**config.mk**
```make
export PLATFORM = sky130hd
export DESIGN_NAME = ics_indicator_scanner
export DESIGN_NICKNAME = d
export VERILOG_FILES = /design/src/core/ics_pin_scan.v /design/src/core/ics_indicator_scanner.v
export VERILOG_INCLUDE_DIRS = /design/src /design/src/shared
export SDC_FILE = /design/constraint.sdc
export NUM_CORES = 1
export LEC_CHECK = 0
export ABC_CLOCK_PERIOD_IN_PS = 2000
export BUFFER_PORTS_ARGS = -buffer_cell sky130_fd_sc_hd__buf_4
export CORE_ASPECT_RATIO = 1.2
export CORE_UTILIZATION = 53
export CTS_BUF_LIST = sky130_fd_sc_hd__clkbuf_4 sky130_fd_sc_hd__clkbuf_8 sky130_fd_sc_hd__clkbuf_16
export DETAILED_ROUTE_END_ITERATION = 6
export GPL_ROUTABILITY_DRIVEN = 0
export PLACE_DENSITY = 0.83
export SYNTH_ARGS = -nofsm -noshare
export SYNTH_HDL_FRONTEND = slang
export SYNTH_SLANG_ARGS = --single-unit
```
**constraint.sdc**
```tcl
create_clock -name clk -period 2 [get_ports clk]
set_clock_uncertainty 0.2 [all_clocks]
set_input_delay 0.3 -clock clk [delete_from_list [all_inputs] [get_ports clk]]
set_output_delay 0.3 -clock clk [all_outputs]
set_load 0.03 [all_outputs]
```
**src/shared/ics_defines.vh**
```
// Constants for the indicator and contact scanner: register offsets,
// field positions, reset values and timing counts.
// Assumes a 125 MHz system clock and a 32-bit classic Wishbone bus.
`ifndef ICS_DEFINES_VH
`define ICS_DEFINES_VH

// Register byte offsets
`define ICS_OFF_PATTERN 8'h00
`define ICS_OFF_SHADOW 8'h04
`define ICS_OFF_CTRL 8'h08
`define ICS_OFF_CONTACT 8'h0c
`define ICS_OFF_STATUS 8'h10
`define ICS_OFF_MASK 8'h14

// Control register fields
`define ICS_CTRL_COMMIT 0
`define ICS_CTRL_POLL_EN 1
`define ICS_CTRL_READ_LEFT 2
`define ICS_CTRL_READ_RIGHT 3
`define ICS_CTRL_BOOT_DONE 4
`define ICS_CTRL_DARK_SEEN 5

// Status / mask fields
`define ICS_ST_CHANGE 0
`define ICS_ST_DIRECT 1

// Indicator index of shared pins (0-based)
`define ICS_LEFT_BIT 5
`define ICS_RIGHT_BIT 2

// Reset values
`define ICS_PATTERN_RST 6'h00
`define ICS_MASK_RST 2'h0

// Timing
`define ICS_CLK_HZ 125000000
`define ICS_POLL_MS 50
`define ICS_POLL_CYCLES ((`ICS_CLK_HZ / 1000) * `ICS_POLL_MS)
`define ICS_FLOAT_CYCLES 4
`define ICS_SETTLE_NS 24
`define ICS_CLK_NS 8
`define ICS_SETTLE_CYCLES ((`ICS_SETTLE_NS + `ICS_CLK_NS - 1) / `ICS_CLK_NS)

`endif

```
**src/core/ics_pin_scan.v**
```verilog
// Scan sequencer for the two pins shared by an indicator and a contact.
// Assumes pin inputs are synchronous to clk; the caller holds pins dark.
`timescale 1ns/1ps
`include "ics_defines.vh"

module ics_pin_scan #(
    parameter FLOAT_CYCLES = `ICS_FLOAT_CYCLES
)
(
    input wire clk,
    input wire reset,
    input wire start,
    input wire leftPinIn,
    input wire rightPinIn,
    output reg scanBusy,
    output reg sampleValid,
    output reg leftClosed,
    output reg rightClosed
);

localparam ST_IDLE = 1'b0;
localparam ST_FLOAT = 1'b1;

reg stateReg;
reg [3:0] cntReg;

////////////////////////////////////////////////////////////////////////
// Float the pins a few cycles, then sample; a closed switch pulls low
always @(posedge clk)
begin
    if (reset)
    begin
        stateReg <= ST_IDLE;
        cntReg <= 4'h0;
        scanBusy <= 1'b0;
        sampleValid <= 1'b0;
        leftClosed <= 1'b0;
        rightClosed <= 1'b0;
    end
    else
    begin
        sampleValid <= 1'b0;
        case (stateReg)
            ST_IDLE:
            begin
                if (start)
                begin
                    stateReg <= ST_FLOAT;
                    scanBusy <= 1'b1;
                    cntReg <= FLOAT_CYCLES[3:0] - 4'h1;
                end
            end
            default:
            begin
                if (cntReg == 4'h0)
                begin
                    // Short window only, so the dark gap is invisible
                    leftClosed <= ~leftPinIn;
                    rightClosed <= ~rightPinIn;
                    sampleValid <= 1'b1;
                    scanBusy <= 1'b0;
                    stateReg <= ST_IDLE;
                end
                else
                begin
                    cntReg <= cntReg - 4'h1;
                end
            end
        endcase
    end
end

endmodule // ics_pin_scan

```
**src/core/ics_indicator_scanner.v**
```verilog
// Six indicator outputs with shadow/commit, contact switch scanning on
// two shared pins, 50 ms background polling and a change interrupt.
// Assumes a classic Wishbone master, inputs synchronous to clk, and an
// external pin model that resolves each pin from its output enable.
`timescale 1ns/1ps
`include "ics_defines.vh"

// Summary of operation
// - Six-bit pattern; bit 0 lights indicator one, cleared bits turn off.
// - Shadow bits reach pins only when a commit copies them out.
// - Committing one changed shadow bit leaves other indicators alone.
// - Shared pins float briefly as inputs to sample switches, then restore.
// - An indicator is switched off by floating its pin, never driving low.
// - Left switch shares indicator six, right shares three; glow allowed.
// - Never drive a shared pin low while its switch may close.
// - With polling enabled, sample both switches every 50 ms; keep flags.
// - A polled change in either switch raises one change event.
// - Boot-dark setting from stored byte keeps pins inactive while booting.
module ics_indicator_scanner #(
    parameter NUM_IND = 6,
    parameter POLL_CYCLES = `ICS_POLL_CYCLES
)
(
    input wire clk,
    input wire reset,
    input wire wb_cyc_i,
    input wire wb_stb_i,
    input wire wb_we_i,
    input wire [7:0] wb_adr_i,
    input wire [3:0] wb_sel_i,
    input wire [31:0] wb_dat_i,
    output reg [31:0] wb_dat_o,
    output reg wb_ack_o,
    input wire bootDarkByte,
    input wire bootDarkValid,
    input wire [NUM_IND-1:0] pinIn,
    output reg [NUM_IND-1:0] pinOut,
    output reg [NUM_IND-1:0] pinOe,
    output reg irq
);

reg [NUM_IND-1:0] shadowReg;
reg [NUM_IND-1:0] patternReg;
reg pollEnReg;
reg bootDoneReg;
reg darkBootReg;
reg darkSeenReg;
reg leftFlagReg;
reg rightFlagReg;
reg [1:0] statusReg;
reg [1:0] maskReg;
reg [31:0] pollCntReg;
reg scanFromPoll;
reg scanStart;
reg leftDirectReg;
reg rightDirectReg;
reg [1:0] statusNext;
reg [1:0] maskNext;
reg pollPendReg;
reg [31:0] patternView;
reg [31:0] shadowView;
reg [31:0] ctrlView;
reg [31:0] contactView;
reg [31:0] statusView;
wire scanBusy;
wire sampleValid;
wire leftClosed;
wire rightClosed;
wire busReq;
wire wrStb;
wire pollTick;
wire changeEvt;
wire directEvt;
wire darkNow;

// Contact register layout: polled flags low, direct flags above
localparam CONTACT_LEFT_POLL = 0;
localparam CONTACT_RIGHT_POLL = 1;
localparam CONTACT_LEFT_DIRECT = 2;
localparam CONTACT_RIGHT_DIRECT = 3;

// Bus strobes, poll tick and the two kinds of scan result
assign busReq = wb_cyc_i & wb_stb_i & ~wb_ack_o;
assign wrStb = busReq & wb_we_i & wb_sel_i[0];
assign pollTick = pollEnReg && (pollCntReg == POLL_CYCLES - 1);
assign changeEvt = sampleValid & scanFromPoll &
    ((leftClosed != leftFlagReg) | (rightClosed != rightFlagReg));
assign directEvt = sampleValid & ~scanFromPoll;
assign darkNow = darkBootReg & ~bootDoneReg;

////////////////////////////////////////////////////////////////////////
// Scan sequencer for the shared pins
ics_pin_scan #(
    .FLOAT_CYCLES(`ICS_FLOAT_CYCLES)
) u_scan (
    .clk(clk),
    .reset(reset),
    .start(scanStart),
    .leftPinIn(pinIn[`ICS_LEFT_BIT]),
    .rightPinIn(pinIn[`ICS_RIGHT_BIT]),
    .scanBusy(scanBusy),
    .sampleValid(sampleValid),
    .leftClosed(leftClosed),
    .rightClosed(rightClosed)
);

////////////////////////////////////////////////////////////////////////
// Read views placed by field position from the header and the contact localparams;
// the mux below picks a word and pads the mask word itself; unused bits read zero
always @*
begin
    patternView = 32'h0;
    patternView[NUM_IND-1:0] = patternReg;
    shadowView = 32'h0;
    shadowView[NUM_IND-1:0] = shadowReg;
    // Commit is write-only, so its position reads back scan busy
    ctrlView = 32'h0;
    ctrlView[`ICS_CTRL_COMMIT] = scanBusy;
    ctrlView[`ICS_CTRL_POLL_EN] = pollEnReg;
    ctrlView[`ICS_CTRL_BOOT_DONE] = bootDoneReg;
    ctrlView[`ICS_CTRL_DARK_SEEN] = darkSeenReg;
    contactView = 32'h0;
    contactView[CONTACT_LEFT_POLL] = leftFlagReg;
    contactView[CONTACT_RIGHT_POLL] = rightFlagReg;
    contactView[CONTACT_LEFT_DIRECT] = leftDirectReg;
    contactView[CONTACT_RIGHT_DIRECT] = rightDirectReg;
    statusView = 32'h0;
    statusView[`ICS_ST_CHANGE] = statusReg[`ICS_ST_CHANGE];
    statusView[`ICS_ST_DIRECT] = statusReg[`ICS_ST_DIRECT];
end

////////////////////////////////////////////////////////////////////////
// Wishbone slave: one-cycle ack, unmapped reads return zero
always @(posedge clk)
begin
    if (reset)
    begin
        wb_ack_o <= 1'b0;
        wb_dat_o <= 32'h0;
    end
    else
    begin
        wb_ack_o <= busReq;
        wb_dat_o <= 32'h0;
        if (busReq & ~wb_we_i)
        begin
            if (wb_adr_i == `ICS_OFF_PATTERN)
                wb_dat_o <= patternView;
            else if (wb_adr_i == `ICS_OFF_SHADOW)
                wb_dat_o <= shadowView;
            else if (wb_adr_i == `ICS_OFF_CTRL)
                wb_dat_o <= ctrlView;
            else if (wb_adr_i == `ICS_OFF_CONTACT)
                wb_dat_o <= contactView;
            else if (wb_adr_i == `ICS_OFF_STATUS)
                wb_dat_o <= statusView;
            else if (wb_adr_i == `ICS_OFF_MASK)
                wb_dat_o <= {30'h0, maskReg};
        end
    end
end

////////////////////////////////////////////////////////////////////////
// Pattern, shadow and control registers
always @(posedge clk)
begin
    if (reset)
    begin
        shadowReg <= `ICS_PATTERN_RST;
        patternReg <= `ICS_PATTERN_RST;
        pollEnReg <= 1'b0;
        bootDoneReg <= 1'b0;
        maskReg <= `ICS_MASK_RST;
    end
    else if (wrStb)
    begin
        if (wb_adr_i == `ICS_OFF_PATTERN)
        begin
            // Direct set writes shadow and outputs together
            shadowReg <= wb_dat_i[NUM_IND-1:0];
            patternReg <= wb_dat_i[NUM_IND-1:0];
        end
        else if (wb_adr_i == `ICS_OFF_SHADOW)
            shadowReg <= wb_dat_i[NUM_IND-1:0];
        else if (wb_adr_i == `ICS_OFF_CTRL)
        begin
            if (wb_dat_i[`ICS_CTRL_COMMIT])
                patternReg <= shadowReg;
            pollEnReg <= wb_dat_i[`ICS_CTRL_POLL_EN];
            if (wb_dat_i[`ICS_CTRL_BOOT_DONE])
                bootDoneReg <= 1'b1;
        end
        else if (wb_adr_i == `ICS_OFF_MASK)
            maskReg <= wb_dat_i[1:0];
    end
end

////////////////////////////////////////////////////////////////////////
// Boot-dark setting captured after reset release, not under reset
always @(posedge clk)
begin
    if (reset)
    begin
        darkBootReg <= 1'b0;
        darkSeenReg <= 1'b0;
    end
    else if (bootDarkValid & ~darkSeenReg)
    begin
        darkBootReg <= bootDarkByte;
        darkSeenReg <= 1'b1;
    end
end

////////////////////////////////////////////////////////////////////////
// 50 ms poll divider and scan launch; direct reads take priority
always @(posedge clk)
begin
    if (reset)
    begin
        pollCntReg <= 32'h0;
        scanStart <= 1'b0;
        scanFromPoll <= 1'b0;
        pollPendReg <= 1'b0;
    end
    else
    begin
        scanStart <= 1'b0;
        if (!pollEnReg || pollTick)
            pollCntReg <= 32'h0;
        else
            pollCntReg <= pollCntReg + 32'h1;
        // A tick that meets a scan in flight is kept, not lost, so the
        // poll period holds even under direct reads
        if (pollTick)
            pollPendReg <= 1'b1;
        else if (!pollEnReg)
            pollPendReg <= 1'b0;
        // A direct request refused here is dropped; no done bit follows
        if (!scanBusy && !scanStart && !sampleValid)
        begin
            // Back-to-back direct reads are software's job to avoid
            if (wrStb && wb_adr_i == `ICS_OFF_CTRL &&
                (wb_dat_i[`ICS_CTRL_READ_LEFT] |
                 wb_dat_i[`ICS_CTRL_READ_RIGHT]))
            begin
                scanStart <= 1'b1;
                scanFromPoll <= 1'b0;
            end
            else if (pollTick || (pollPendReg && pollEnReg))
            begin
                scanStart <= 1'b1;
                scanFromPoll <= 1'b1;
                pollPendReg <= 1'b0;
            end
        end
    end
end

////////////////////////////////////////////////////////////////////////
// Contact flags: polled and direct results are kept apart
always @(posedge clk)
begin
    if (reset)
    begin
        leftFlagReg <= 1'b0;
        rightFlagReg <= 1'b0;
        leftDirectReg <= 1'b0;
        rightDirectReg <= 1'b0;
    end
    else if (sampleValid & scanFromPoll)
    begin
        leftFlagReg <= leftClosed;
        rightFlagReg <= rightClosed;
    end
    else if (sampleValid)
    begin
        leftDirectReg <= leftClosed;
        rightDirectReg <= rightClosed;
    end
end

////////////////////////////////////////////////////////////////////////
// Sticky status, write one to clear; a new event beats the clear
always @*
begin
    statusNext = statusReg;
    if (wrStb && wb_adr_i == `ICS_OFF_STATUS)
        statusNext = statusReg & ~wb_dat_i[1:0];
    if (changeEvt)
        statusNext[`ICS_ST_CHANGE] = 1'b1;
    if (directEvt)
        statusNext[`ICS_ST_DIRECT] = 1'b1;
end

// Mask as it stands after this cycle's write, so irq follows at once
always @*
begin
    maskNext = maskReg;
    if (wrStb && wb_adr_i == `ICS_OFF_MASK)
        maskNext = wb_dat_i[1:0];
end

always @(posedge clk)
begin
    if (reset)
    begin
        statusReg <= 2'h0;
        irq <= 1'b0;
    end
    else
    begin
        statusReg <= statusNext;
        irq <= |(statusNext & maskNext);
    end
end

////////////////////////////////////////////////////////////////////////
// Pin drivers: lit drives high, dark floats, scan floats shared pins
genvar gi;
generate
    for (gi = 0; gi < NUM_IND; gi = gi + 1)
    begin : g_pin
        wire shared = (gi == `ICS_LEFT_BIT) || (gi == `ICS_RIGHT_BIT);
        always @(posedge clk)
        begin
            if (reset)
            begin
                pinOut[gi] <= 1'b0;
                pinOe[gi] <= 1'b0;
            end
            else
            begin
                // Never a low drive, so a closed switch draws no extra
                pinOut[gi] <= 1'b1;
                if (darkNow)
                    pinOe[gi] <= 1'b0;
                else if (shared && (scanBusy || scanStart))
                    pinOe[gi] <= 1'b0;
                else
                    pinOe[gi] <= patternReg[gi];
            end
        end
    end
endgenerate

endmodule // ics_indicator_scanner

```
==> impl_metrics.env <==
export IMPL_dieArea_um2=7640
export IMPL_yosysTopAreaCellShare_pct=43.0
export IMPL_ys_ff_latch=83
export IMPL_routed_wl_mm=8.08
export IMPL_vdd_drop_max_mv=0.644
export IMPL_drv_slew=0
export IMPL_hpwl_mm=5.72
export IMPL_rsz0062_at_grt="yes"
export IMPL_cts_setup_buffers=0
export IMPL_n_fill_cell=559
export IMPL_diodes=0
export IMPL_wl_per_cell_um=13.7
export IMPL_outcome="finished, final reports clean"
export IMPL_p_per_area_nw_per_um2=682
export IMPL_vias=3163
export IMPL_cts_tree="done"
export IMPL_synth_area_leaders="dfxtp_1 (43%), nor2_1 (8.0%), buf_4 (6.0%)"
export IMPL_hold_viol=0
export IMPL_drtPass1Iterations=5
export IMPL_nets=559
export IMPL_cts_buffer_depth=2
export IMPL_tightest_slew_ps=551
export IMPL_critical_path_class="flop to flop"
export IMPL_initial_core_util_pct=55.7
export IMPL_ys_flop_type="dfxtp_1"
export IMPL_htree_levels=3
export IMPL_worstPathArrival_ps=2010
export IMPL_setup_viol=0
export IMPL_grt_usage_pct=22.4
export IMPL_drive_above_1_share_pct=18.7
export IMPL_timing_fmax_mhz=509
export IMPL_dp_cells=569
export IMPL_ys_warn_count=0
export IMPL_period_minus_slack_ps=1960
export IMPL_hold_path_class="primary input to flop"
export IMPL_placeableCoreArea_um2=6940
export IMPL_io_pins=103
export IMPL_grt_pass1_wl_mm=13.2
export IMPL_grt_ovfl_total=0
export IMPL_syn_avg_cell_area_um2=8.76
export IMPL_postRouteAntennaNets=0
export IMPL_grt_pass1_vias=3057
export IMPL_endpoint_kind="flop"
export IMPL_io_buffers=43
export IMPL_min_period_over_period_pct=98.2
export IMPL_ys_seq_area_share_pct=43.0
export IMPL_worst_r2r_path_depth=6
export IMPL_drtIter0Drc=145
export IMPL_required_ps=2050
export IMPL_die_h_um=95.5
export IMPL_synthArstFlopShare_pct=0
export IMPL_synth_edff_count=0
export IMPL_numCtsBuffers=9
export IMPL_relSlewSlack_pct=63.0
export IMPL_synthesis_area_um2=3860
export IMPL_grt_max_degree=33
export IMPL_maxCapViolations=0
export IMPL_clk_pin_slew_ps=90
export IMPL_whs_path_depth=3
export IMPL_area_growth_pct=17.8
export IMPL_cts_sinks=83
export IMPL_crit_fanout=12
export IMPL_synth_top_area_cell="dfxtp_1"
export IMPL_synth_cells=441
export IMPL_drc_errors=0
export IMPL_ys_types=47
export IMPL_cp_start_kind="flop"
export IMPL_holdWs_ps=3.13
export IMPL_vias_per_cell=5.35
export IMPL_num_rows=33
export IMPL_p_leak_nw=1.74
export IMPL_root_buffer="clkbuf_8"
export IMPL_clk_latency_ps=350
export IMPL_antenna_found_initial=0
export IMPL_stdcell_count=591
export IMPL_die_w_um=79.9
## per-layer routing
layer  wire, um  part of all wire (%)  vias up  GRT usage (%)
met1       3280                    41     1472           23.3
met4        256                   3.2        0           12.5
met2       4200                    52       92           41.8
li1           -                     -     1575              -
met3        344                   4.3       24           4.11
met5          0                     0        -              0
## cells by family (layout without fill, tap and decap cells)
kind of cell,after synthesis,after routing,synth area share (%)
AND/OR/NAND/NOR,200,200,26.3
flip-flops,83,83,43.0
buffers and inverters,55,93,8.71
AO/OA/AOI/OAI,45,45,7.97
XOR/XNOR,32,32,7.25
multiplexers,22,22,5.70
adder cells (fa/ha/maj),3,3,0.972
other,1,26,0.0971
## sequential cells by signal, indices dropped and copies added, names as in the netlist, 2 cells and up
register       flops
patternReg         6
u_scan.cntReg      4
pollCntReg        32
shadowReg          6
wb_dat_o           6
maskReg            2
statusReg          2
pinOe              6
## layout by cell type (no fill, tap or decap), drive strengths merged, types with 2 or more instances in the layout
cell type / netlist / layout
and4: 4 / 4
a311oi: 2 / 2
dfxtp: 83 / 83
mux2i: 22 / 22
nand2b: 2 / 2
nor3b: 2 / 2
nand3b: 2 / 2
nor4: 8 / 8
buf: 39 / 60
and2: 7 / 7
nand3: 17 / 17
xnor2: 11 / 11
nand2: 24 / 24
nor3: 13 / 13
ha: 3 / 3
or2: 3 / 3
conb: 1 / 26
a211oi: 9 / 9
a21oi: 18 / 18
xor2: 21 / 21
clkinv: 0 / 2
nor2: 84 / 84
nor2b: 5 / 5
clkbuf: 5 / 10
nor4b: 2 / 2
and3: 14 / 14
dlygate4sd3: 0 / 6
nand4: 11 / 11
o21ai: 5 / 5
inv: 11 / 13
or3: 2 / 2
## power breakdown
part	switching [mW]	total [mW]	internal, mW	leakage (nW)
combinational	0.139	0.203	0.0638	0.963
sequential	0.00393	1.66	1.66	0.670
clock	0.619	1.24	0.624	0.103
## final timing paths
check                           slack (ps)            end         from
worst max-delay path                    40  patternReg[0]     wb_ack_o
worst min-delay path                     3   shadowReg[2]  wb_dat_i[2]
worst max register to register          40  patternReg[0]     wb_ack_o
worst min register to register         300    leftFlagReg  leftFlagReg
## final cells by class
cell class / instances / area, um^2 / share of cell area [%]
multi-input cells: 328 / 1980 / 43.5
flip-flops and latches: 83 / 1660 / 36.5
repair buffers: 66 / 548 / 12.0
clock buffers: 10 / 138 / 3.02
well taps: 87 / 109 / 2.39
clock inverters: 6 / 72.6 / 1.59
inverters: 11 / 41.3 / 0.907
## repair_timing
| action | in CTS | in global routing |
|---|---|---|
| setup endpoints to repair | 1 | 6 |
| hold buffers | 6 | 0 |
| resized for setup | 1 | 4 |
| gates cloned | 0 | 0 |
| endpoints found under the hold margin | 6 | 0 |
## critical path, cell delays in order, from the launching register on
cell and delay [ps]:
dfxtp_2 330, nand3b_1 180, or2_4 320, nor4b_4 320
buf_12 170, nor2_1 60, a311oi_1 280
## metrics by stage
| stage | setup TNS [ps] | setup slack, ps | instance area (um^2) | total power, mW | utilization [%] |
|---|---|---|---|---|---|
| finish | 0 | 35.6 | 4550 | 3.11 | 65.6 |
| global route | -88.3 | -66.4 | 4550 | 3.23 | 65.6 |
| CTS | 0 | 26.3 | 4530 | 3.13 | 65.3 |
| detailed placement | -703 | -154 | 4260 | 1.89 | 61.4 |
| global placement | -4.30 | -3.00 | 4260 | 1.89 | 61.4 |
| floorplan | 0 | 34.1 | 3960 | 1.87 | - |
## cells in the mapped netlist (all sizes together), types with 3 or more instances
library cell and number:
a211oi 9, a21oi 18, and2 7, and3 14, and4 4, buf 39
clkbuf 5, dfxtp 83, ha 3, inv 11, mux2i 22, nand2 24
nand3 17, nand4 11, nor2 84, nor2b 5, nor3 13, nor4 8
o21ai 5, or2 3, xnor2 11, xor2 21
Note: power is estimated with default switching activity, not from simulation.
